--- config.mk ---
export PLATFORM = sky130hd
export DESIGN_NAME = lpc_target_cycle_filter
export DESIGN_NICKNAME = d
export VERILOG_FILES = /design/src/inc/lpc_filter_pkg.sv /design/src/verilog/lpc_target_cycle_filter.sv /design/src/verilog/addr_window_decode.sv
export VERILOG_INCLUDE_DIRS = /design/src /design/src/inc
export SDC_FILE = /design/constraint.sdc
export NUM_CORES = 1
export LEC_CHECK = 0
export ABC_AREA = 1
export BUFFER_PORTS_ARGS = -buffer_cell sky130_fd_sc_hd__buf_4
export CAP_MARGIN = 20
export CORE_MARGIN = 4
export CORE_UTILIZATION = 50
export CTS_CLUSTER_DIAMETER = 100
export DETAILED_ROUTE_END_ITERATION = 10
export GPL_TIMING_DRIVEN = 0
export PLACE_DENSITY = 0.78
export SETUP_SLACK_MARGIN = 0.1
export SLEW_MARGIN = 10
export SYNTH_ARGS = -nofsm -noshare
export SYNTH_HDL_FRONTEND = slang
export SYNTH_SLANG_ARGS = --single-unit
--- constraint.sdc ---
create_clock -name ref_clk -period 1.97 [get_ports ref_clk]
set_input_delay 0.591 -clock ref_clk [delete_from_list [all_inputs] [get_ports ref_clk]]
set_output_delay 0.591 -clock ref_clk [all_outputs]
set_load 0.02 [all_outputs]
--- src/inc/lpc_filter_params.svh ---
`ifndef LPC_FILTER_PARAMS_SVH
`define LPC_FILTER_PARAMS_SVH

// start field codes
`define START_LPC_MEM     4'h0
`define START_FWM_READ    4'hD
`define START_FWM_WRITE   4'hE

// cycle type field: bits 3:2 select memory, bit 1 is direction
`define CYC_MEM_TYPE      2'h1
`define CYC_DIR_BIT       1

// only a single byte size is accepted
`define FWM_SIZE_BYTE     4'h0

// address nibble counts
`define FWM_ADDR_NIBBLES  4'h7
`define LPC_ADDR_NIBBLES  4'h8

// address field positions
`define ADDR_SPACE_BIT    22
`define ADDR_ID3_BIT      23

// decode window prefixes
`define TOP8_PREFIX       9'h1FF
`define TOP16_PREFIX      8'hFF
`define LOW_ALIAS_PREFIX  15'h0007

// 3 Mbit density boundary, expressed on array address bits 18:17
`define BOUNDARY_HIGH     2'h0

`endif

--- src/inc/lpc_filter_pkg.sv ---
package lpc_filter_pkg;

  typedef enum logic [2:0] {
    S_IDLE,
    S_START,
    S_ADDR,
    S_SIZE,
    S_CLAIM,
    S_IGNORE
  } filt_state_t;

  typedef logic [3:0]  nibble_t;
  typedef logic [31:0] bus_addr_t;
  typedef logic [18:0] dev_addr_t;

endpackage : lpc_filter_pkg

--- src/verilog/lpc_target_cycle_filter.sv ---
`timescale 1ns/1ps
`include "lpc_filter_params.svh"

module lpc_target_cycle_filter #(
  parameter int DENSITY_MBIT = 4
) (
  input  wire logic                       ref_clk,           // system clock
  input  wire logic                       rst,               // sync reset
  input  wire logic                       lpc_clk_pin,       // host bus clock pin
  input  wire logic                       lframe_n_pin,      // frame, low active
  input  wire lpc_filter_pkg::nibble_t    lad_pin,           // bus nibble lines
  input  wire lpc_filter_pkg::nibble_t    strap_select_pins, // device straps
  input  wire logic                       flash_busy,        // erase/program running
  input  wire logic                       cycle_done,        // sequencer ended cycle
  output logic                            cycle_claim_ff,    // cycle owned, may drive
  output logic                            claim_pulse_ff,    // one-cycle claim event
  output logic                            array_sel_ff,      // 1 array, 0 registers
  output logic                            write_cycle_ff,    // claimed cycle writes
  output logic                            fwm_cycle_ff,      // firmware-memory type
  output lpc_filter_pkg::dev_addr_t       dev_addr_ff,       // device offset
  output logic                            read_ones_ff,      // answer FFH, drop write
  output logic                            write_inhibit_ff   // do not execute write
);
  import lpc_filter_pkg::*;

  // pin synchroniser: three stages, value counts when stages two and three agree
  logic [9:0] sync1_ff;
  logic [9:0] sync2_ff;
  logic [9:0] sync3_ff;
  logic [9:0] filt_ff;
  logic [9:0] nxt_filt;
  logic       clk_prev_ff;

  always_ff @(posedge ref_clk) begin
    if (rst) begin
      sync1_ff <= 10'h3FF;
      sync2_ff <= 10'h3FF;
      sync3_ff <= 10'h3FF;
    end else begin
      sync1_ff <= {lpc_clk_pin, lframe_n_pin, lad_pin, strap_select_pins};
      sync2_ff <= sync1_ff;
      sync3_ff <= sync2_ff;
    end
  end

  always_comb begin
    for (int i = 0; i < 10; i++)
      nxt_filt[i] = (sync2_ff[i] == sync3_ff[i]) ? sync3_ff[i] : filt_ff[i];
  end

  always_ff @(posedge ref_clk) begin
    if (rst) begin
      filt_ff     <= 10'h3FF;
      clk_prev_ff <= 1'b1;
    end else begin
      filt_ff     <= nxt_filt;
      clk_prev_ff <= filt_ff[9];
    end
  end

  // the host changes fields on its falling edge, so rising edge samples are stable
  logic    bus_edge;
  logic    frame_low;
  nibble_t lad_s;
  nibble_t strap_s;

  assign bus_edge  = filt_ff[9] && !clk_prev_ff;
  assign frame_low = !filt_ff[8];
  assign lad_s     = filt_ff[7:4];
  assign strap_s   = filt_ff[3:0];

  // field sequencer
  filt_state_t state_ff;
  nibble_t     start_ff;
  logic [3:0]  nib_cnt_ff;
  bus_addr_t   addr_ff;
  logic        fwm_ff;
  logic        dir_ff;

  bus_addr_t   addr_full;
  bus_addr_t   dec_addr;
  dev_addr_t   dec_dev_addr;
  logic        dec_hit;
  logic        dec_array;
  logic        dec_ones;
  logic        last_nib;
  logic        claim_now;

  assign addr_full = {addr_ff[27:0], lad_s};
  assign dec_addr  = fwm_ff ? {4'h0, addr_ff[23:0], lad_s} : addr_full;
  assign last_nib  = (state_ff == S_ADDR) && (nib_cnt_ff == 4'h1);

  addr_window_decode #(
    .DENSITY_MBIT (DENSITY_MBIT)
  ) u_decode (
    .addr      (state_ff == S_SIZE ? addr_ff : dec_addr),
    .fwm_cycle (fwm_ff),
    .strap     (strap_s),
    .dev_addr  (dec_dev_addr),
    .hit       (dec_hit),
    .to_array  (dec_array),
    .ones_only (dec_ones)
  );

  // claim on the last LPC address nibble, or on a good firmware size nibble
  assign claim_now = bus_edge && !frame_low &&
                     ((last_nib && !fwm_ff && dec_hit) ||
                      (state_ff == S_SIZE && lad_s == `FWM_SIZE_BYTE));

  always_ff @(posedge ref_clk) begin
    if (rst) begin
      state_ff   <= S_IDLE;
      start_ff   <= 4'hF;
      nib_cnt_ff <= 4'h0;
      fwm_ff     <= 1'b0;
      dir_ff     <= 1'b0;
    end else if (state_ff == S_CLAIM && cycle_done) begin
      state_ff <= S_IDLE;
    end else if (bus_edge) begin
      if (frame_low) begin
        // frame low on any bus edge restarts, unless cycle_done ends a claim that cycle; only the last start nibble counts
        state_ff <= S_START;
        start_ff <= lad_s;
      end else begin
        case (state_ff)
          S_START: begin
            if (start_ff == `START_LPC_MEM && lad_s[3:2] == `CYC_MEM_TYPE) begin
              state_ff   <= S_ADDR;
              nib_cnt_ff <= `LPC_ADDR_NIBBLES;
              fwm_ff     <= 1'b0;
              dir_ff     <= lad_s[`CYC_DIR_BIT];
            end else if ((start_ff == `START_FWM_READ ||
                          start_ff == `START_FWM_WRITE) && lad_s == strap_s) begin
              state_ff   <= S_ADDR;
              nib_cnt_ff <= `FWM_ADDR_NIBBLES;
              fwm_ff     <= 1'b1;
              dir_ff     <= (start_ff == `START_FWM_WRITE);
            end else begin
              state_ff <= S_IGNORE;
            end
          end
          S_ADDR: begin
            nib_cnt_ff <= nib_cnt_ff - 4'h1;
            if (nib_cnt_ff == 4'h1) begin
              if (fwm_ff)
                state_ff <= S_SIZE;
              else if (dec_hit)
                state_ff <= S_CLAIM;
              else
                state_ff <= S_IGNORE;
            end
          end
          S_SIZE: begin
            if (lad_s == `FWM_SIZE_BYTE)
              state_ff <= S_CLAIM;
            else
              state_ff <= S_IGNORE;
          end
          S_CLAIM:  state_ff <= S_CLAIM;
          S_IGNORE: state_ff <= S_IGNORE;
          default:  state_ff <= S_IDLE;
        endcase
      end
    end
  end

  // address assembly, most significant nibble first
  always_ff @(posedge ref_clk) begin
    if (rst)
      addr_ff <= 32'h00000000;
    else if (bus_edge && !frame_low && state_ff == S_ADDR)
      addr_ff <= addr_full;
  end

  // bus ownership: only a claimed cycle may let the responder drive the lines
  always_ff @(posedge ref_clk) begin
    if (rst) begin
      cycle_claim_ff <= 1'b0;
      claim_pulse_ff <= 1'b0;
    end else begin
      claim_pulse_ff <= claim_now;
      if (claim_now)
        cycle_claim_ff <= 1'b1;
      else if (state_ff != S_CLAIM || cycle_done || (bus_edge && frame_low))
        cycle_claim_ff <= 1'b0;
    end
  end

  // attributes of the claimed cycle, held for the whole cycle
  always_ff @(posedge ref_clk) begin
    if (rst) begin
      array_sel_ff   <= 1'b0;
      write_cycle_ff <= 1'b0;
      fwm_cycle_ff   <= 1'b0;
      dev_addr_ff    <= 19'h00000;
      read_ones_ff   <= 1'b0;
    end else if (claim_now) begin
      array_sel_ff   <= dec_array;
      write_cycle_ff <= dir_ff;
      fwm_cycle_ff   <= fwm_ff;
      dev_addr_ff    <= dec_dev_addr;
      read_ones_ff   <= dec_ones;
    end
  end

  // busy status is sampled at claim: a write already running keeps going
  always_ff @(posedge ref_clk) begin
    if (rst)
      write_inhibit_ff <= 1'b0;
    else if (claim_now)
      write_inhibit_ff <= dir_ff && (flash_busy || dec_ones);
  end
endmodule : lpc_target_cycle_filter

--- src/verilog/addr_window_decode.sv ---
`timescale 1ns/1ps
`include "lpc_filter_params.svh"

module addr_window_decode #(
  parameter int DENSITY_MBIT = 4
) (
  input  wire lpc_filter_pkg::bus_addr_t addr,       // assembled address
  input  wire logic                      fwm_cycle,  // firmware-memory cycle
  input  wire lpc_filter_pkg::nibble_t   strap,      // strap select value
  output lpc_filter_pkg::dev_addr_t      dev_addr,   // array/register offset
  output logic                           hit,        // inside a decode window
  output logic                           to_array,   // 1 array, 0 register space
  output logic                           ones_only   // below density boundary
);
  import lpc_filter_pkg::*;

  logic [3:0] sel_bits;
  logic       top_hit;
  logic       alias_hit;

  always_comb begin
    // small part carries select on 21:18, larger ones on 23 and 21:19
    if (DENSITY_MBIT == 2) begin
      sel_bits = addr[21:18];
      top_hit  = (addr[31:23] == `TOP8_PREFIX);
    end else begin
      sel_bits = {addr[`ADDR_ID3_BIT], addr[21:19]};
      top_hit  = (addr[31:24] == `TOP16_PREFIX);
    end
    alias_hit = (strap == 4'h0) && (addr[31:17] == `LOW_ALIAS_PREFIX);
    dev_addr  = 19'h00000;
    if (fwm_cycle) begin
      hit      = 1'b1;
      to_array = addr[`ADDR_SPACE_BIT];
      if (DENSITY_MBIT == 2)
        dev_addr = {1'b0, addr[17:0]};
      else
        dev_addr = addr[18:0];
    end else if (alias_hit) begin
      // alias reaches the topmost 128 KByte of the array
      hit      = 1'b1;
      to_array = 1'b1;
      if (DENSITY_MBIT == 2)
        dev_addr = {2'h1, addr[16:0]};
      else
        dev_addr = {2'h3, addr[16:0]};
    end else begin
      hit      = top_hit && (sel_bits == ~strap);
      to_array = addr[`ADDR_SPACE_BIT];
      if (DENSITY_MBIT == 2)
        dev_addr = {1'b0, addr[17:0]};
      else
        dev_addr = addr[18:0];
    end
    ones_only = (DENSITY_MBIT == 3) && to_array &&
                (dev_addr[18:17] == `BOUNDARY_HIGH);
  end

endmodule : addr_window_decode

* Word level (Yosys, flattened, before mapping)
Index checks and enable logic that the tools add are counted.
** Operators by class
- Bitwise logic cells :: 3
- $mul :: 0
- Div/mod/pow operators :: 0
- Equality and inequality tests :: 26
- Order comparisons :: 0
- Mux-type cells :: 25
- Shifts and indexed selects :: 0
- Reduce and logical (&&, ||, !) cells :: 33
- Add/sub/neg operators :: 1
** Operators by type and width (number)
- $mux 32 :: 2
- $mux 19 :: 2
- $eq 15x3->1 const B :: 1
- $logic_and 1x1->1 :: 15
- $mux 3 :: 5
- $pmux 3 s5 :: 1
- $logic_not 4->1 :: 3
- $mux 1 :: 12
- $eq 1x1->1 :: 10
- $reduce_and 5->1 :: 2
- $ne 3x3->1 const B :: 3
- $eq 4x4->1 :: 2
- $eq 4x4->1 const B :: 2
- $eq 8x8->1 const B :: 1
- $mux 4 :: 2
- $pmux 4 s2 :: 1
- $eq 3x2->1 const B :: 2
- $eq 3x3->1 const B :: 2
- $reduce_bool 2->1 :: 3
- $eq 4x1->1 const B :: 1
- $logic_or 1x1->1 :: 4
- $not 4->4 :: 1
- $sub 4x1->4 const B :: 1
- $eq 3x1->1 const B :: 1
- other kinds (6) :: 9
** Word-level totals
- Bits in latches :: 0
- Memory bits (read-only) :: 0
- Memories kept :: 0
- Logic and storage cells :: 115
- Output and inout port bits :: 26
- RAM bits :: 0
- Bits in registers :: 111
- Bits of input ports :: 14

* Logic depth before layout (Yosys ltp)
- Depth after elaboration :: 11
- Mapped depth :: 17
- Mapped depth without buffers :: 15

* Hierarchy
Synthesis repeated with hierarchy kept, for this count alone.
** Second synthesis, totals
- Cell total of the unflattened synthesis :: 651
- Area, all modules :: 4830.9 µm²
** By module, submodules not included
- lpc_target_cycle_filter :: cells each 570, area each 4440.5 µm², seq. area each 2242.2 µm², instances 1
- addr_window_decode :: cells each 81, area each 390.4 µm², seq. area each 0.0 µm², instances 1

* Worst setup path before layout
No wires, ideal clock.
- Path type :: register to register
- Start point :: register state_ff[2]
- End point :: register dev_addr_ff[12]
- Path buffers :: 2
- Data required time :: 1838 ps
- Stages on the path, launching flop included :: 17
- Slack :: 118 ps
- Setup time :: 132 ps
- Clock period less this slack :: 1852 ps
- Arrival :: 1720 ps
- Cell sequence :: dfxtp_1 inv_2 nand3_4 buf_6 nand2_1 nand2_1 nor2_1 nand2_1 nor2_2 nand3_2 nand2_2 nand2_2 nand2_4 nand2_4 buf_6 nand2_1 a21oi_1
** On the way
- Word-level cells in the longest chain between the ends :: 9
- Elaborated cells on any way between the ends :: 18
- Those cells by class :: eq/ne: 5; mux: 5; reduce/logical: 8
** RTL lines
- from (decl) :: RTL line lpc_target_cycle_filter.sv:73 : filt_state_t state_ff;
- from (signal assigned) :: RTL line lpc_target_cycle_filter.sv:112 : state_ff <= S_IDLE;
- from (signal assigned) :: RTL line lpc_target_cycle_filter.sv:118 : state_ff <= S_IDLE;
- from (signal assigned) :: RTL line lpc_target_cycle_filter.sv:122 : state_ff <= S_START;
- $eq 3x2->1 :: RTL line lpc_target_cycle_filter.sv:96, lpc_target_cycle_filter.sv:108
- $mux 32 :: RTL line lpc_target_cycle_filter.sv:96 : .addr (state_ff == S_SIZE ? addr_ff : dec_addr),
- $eq 15x3->1 (no line) (tied with other cells)
- $logic_and 1x1->1, on equally long branches :: RTL line addr_window_decode.sv:30, addr_window_decode.sv:48
- $mux 1 :: RTL line addr_window_decode.sv:39 : end else if (alias_hit) begin
- $mux 1 :: RTL line addr_window_decode.sv:32 : if (fwm_cycle) begin
- $logic_and 1x1->1 :: RTL line lpc_target_cycle_filter.sv:107 : ((last_nib && !fwm_ff && dec_hit) ||
- $logic_or 1x1->1 :: RTL line lpc_target_cycle_filter.sv:107
- $logic_and 1x1->1 :: RTL line lpc_target_cycle_filter.sv:106 : assign claim_now = bus_edge && !frame_low &&
- to (signal assigned) :: RTL line lpc_target_cycle_filter.sv:201 : dev_addr_ff <= dec_dev_addr;
- to (decl) :: RTL line lpc_target_cycle_filter.sv:20 : output lpc_filter_pkg::dev_addr_t dev_addr_ff,
Several ways; a longest one is shown, not always the timed one.
A chain may end at the register's enable or synchronous reset.

* Worst setup path after layout
- Start point :: register state_ff[2]
- End point :: register dev_addr_ff[8]
Same word-level chain as after synthesis.

==> impl_metrics.json <==
{
  "routed-via-count": 4538,
  "hold_ws_ps": 374,
  "p_total_mw": 3.83,
  "powerDensity_nw_per_um2": 631,
  "yosysUniqueCellTypes": 38,
  "synth_edf_count": 0,
  "start_util_pct": 51.7,
  "comb_power_share_pct": 2.7,
  "critPathMaxFanout": 7,
  "tightest_slew_ps": 584,
  "antenna_found_initial": 0,
  "p_seq_share_pct": 59.4,
  "power_switching_share_pct": 25.7,
  "synth_cells": 638,
  "synth-seq-cells": 111,
  "slowest_stage": "dfxtp_4",
  "core_sq_um": 9280,
  "cp.required_ps": 2230,
  "drcViolationCount": 0,
  "row_count": 35,
  "die_w_um": 106,
  "area_delta_synth_final_pct": 26.4,
  "worstPathCellList": "buf_6, nor2_4, buf_12, nand2_4, nand2_2, and2_4, nand2_4, nor2_4, nand3_2, nand2_2, nand2_4, nand2_8, nand2_8, buf_6, nand2_2, a21oi_1",
  "grt_pass1_wl_mm": 19.8,
  "yosys_most_used_dff": "dfxtp_1",
  "clkPwrFrac_pct": 37.9,
  "cp-end-kind": "flop",
  "p_switching_mw": 0.983,
  "setup_viol": 24,
  "ys_seq_area_share_pct": 46.3,
  "rsz0062_at_grt": "true",
  "drive_gt1_share_pct": 31.4,
  "grt_max_degree": 25,
  "crit_arrival_ps": 2370,
  "cts_tree": "yes",
  "die_h_um": 106,
  "wl_met2_mm": 6.03,
  "place_worst_setup_slack_ps": -309,
  "drt_iter0_drc": 327,
  "crit_type": "flop to flop",
  "final_common_cell": "nand2_1",
  "slew_headroom_pct": 61.1,
  "avgSynthCellArea_sq_um": 7.52,
  "timing.final.crit_share_pct": 107,
  "grt_pass1_vias": 4176,
  "period_minus_slack_ps": 2100,
  "die-area_sq_um": 11200,
  "synth_top_area_share_pct": 46.3,
  "clk_latency_ps": 390,
  "num_io_pins": 40,
  "wire_per_inst_um": 14.6,
  "wirelength_mm": 12.5,
  "leakage_nw": 2.51,
  "clk_pin_slew_ps": 120,
  "violations": "negative setup slack",
  "postRouteAntennaNets": 0,
  "fmax_mhz": 475,
  "layout.nets": 734,
  "cts_made_buffers": 9,
  "cts_buffer_depth": 2,
  "hp-class": "input pin to flop",
  "ys_warn_count": 0,
  "grt.total_usage_pct": 21.6,
  "crit_path_start_kind": "flop",
  "p_int_mw": 2.84,
  "drv_cap": 0,
  "top_layer": "met4",
  "setup_slack_ps": -134,
  "via_per_inst": 5.33,
  "portBuffers": 37,
  "skew_ps": 22.4,
  "layout_common_cells": "nand2_1, dfxtp_1, buf_4",
  "synth_largest_area_cell": "dfxtp_1",
  "synth_area_sq_um": 4800,
  "htree_num_levels": 3,
  "ir_worst_vdd_v": 0.000447,
  "drt_pass1_iterations": 7,
  "final_core_util_pct": 65.4,
  "clkSinkCount": 111,
  "m1WireLength_mm": 5.19,
  "n_antenna_cell": 0,
  "async_flop_share_pct": 0,
  "syn-num-nets": 655,
  "route.met3.wl_um": 908,
  "cts_root_buffer": "clkbuf_8",
  "hold_viol": 0,
  "grt_overflow": 0,
  "gp_congestion": 0.899,
  "synthTopCellsByArea": "dfxtp_1, nand2_1, a21oi_1",
  "slew_violations": 0,
  "dp_hpwl_mm": 8.13,
  "status": "complete, but fails checks",
  "slowest_delay_ps": 390
}
-- cell type report --
class	instances	area (sq um)
Buffer	34	265
Multi-Input combinational cell	437	2420
Clock inverter	7	93.8
Sequential cell	111	2240
Tap cell	129	161
Clock buffer	9	124
Fill cell	781	3220
Timing Repair Buffer	67	543
Inverter	57	223
-- repair_timing --
item | in CTS | in global routing
endpoints found under the setup margin | 62 | 63
resized for setup | 47 | 71
setup buffers | 14 | 13
pin swaps | 6 | 27
cloned | 4 | 0
hold buffers | 0 | 0
-- critical path: cells and delay by family, from the launching register on --
kind | cells | cell delay [ps]
AOI/OAI and AO/OA | 1 | 50
buffers and inverters | 3 | 400
DFF | 1 | 390
and+or+nand+nor | 12 | 1120
-- metrics by stage --
step / cell area [sq um] / setup TNS (ps) / instances
6_report: 6070 / -2220 / 851
4_1_cts: 5750 / -770 / 838
2_1_floorplan: 4800 / 0 / 638
3_5_place_dp: 5240 / -6970 / 804
5_1_grt: 6070 / -4580 / 851
3_3_place_gp: 5240 / -6620 / 804
-- flip-flops by register name, indices dropped and copies added, names as in the netlist --
| register | flops |
|---|---|
| addr_ff | 32 |
| array_sel_ff | 1 |
| claim_pulse_ff | 1 |
| clk_prev_ff | 1 |
| cycle_claim_ff | 1 |
| dev_addr_ff | 19 |
| dir_ff | 1 |
| filt_ff | 10 |
| fwm_cycle_ff | 1 |
| fwm_ff | 1 |
| nib_cnt_ff | 4 |
| start_ff | 4 |
| state_ff | 3 |
| sync1_ff | 10 |
| sync2_ff | 10 |
| sync3_ff | 10 |
| write_cycle_ff | 1 |
| write_inhibit_ff | 1 |
-- Yosys cell counts (4+ instances only) --
cell	count
nand2_2	4
buf_6	6
inv_1	55
a21oi_1	75
nand4_1	8
or2_2	32
o211ai_1	4
dfxtp_1	111
buf_2	7
clkbuf_8	4
nand2_1	140
o21ai_0	65
nand3_1	32
nor3_1	5
clkbuf_1	13
nor2_1	43
-- per-layer routing --
metal	vias to the layer above	global-route usage, %
li1	2238	-
met1	2085	28.5
met2	185	35.1
met3	30	4.80
met4	0	6.94
met5	-	0
-- power by group through the flow --
stage / Clock (mW) / Sequential, mW / Combinational [mW]
after floorplan: 0 / 2.33 / 0.0607
after global placement: 0 / 2.33 / 0.0954
after detailed placement: 0 / 2.33 / 0.0982
after CTS: 1.48 / 2.28 / 0.0999
after global routing: 1.57 / 2.28 / 0.114
final: 1.45 / 2.27 / 0.103
-- cell families after synthesis --
family,count (synthesis),synth area share (%)
AND/OR/NAND/NOR,279,26.5
AO/OA/AOI/OAI,152,16.5
adder cells (fa/ha/maj),3,0.782
XOR/XNOR,1,0.182
other,1,0.0781
flip-flops,111,46.3
buffers and inverters,91,9.69
-- final timing paths --
kind               startpoint              to  slack [ps]  cells after the start
setup reg to reg  state_ff[2]  dev_addr_ff[8]        -130                     16
hold / removal    lpc_clk_pin     sync1_ff[9]         370                      2
hold reg to reg   sync1_ff[1]     sync2_ff[1]         420                      1
setup / recovery  state_ff[2]  dev_addr_ff[8]        -130                     16
Power figures use the tool's default switching activity.
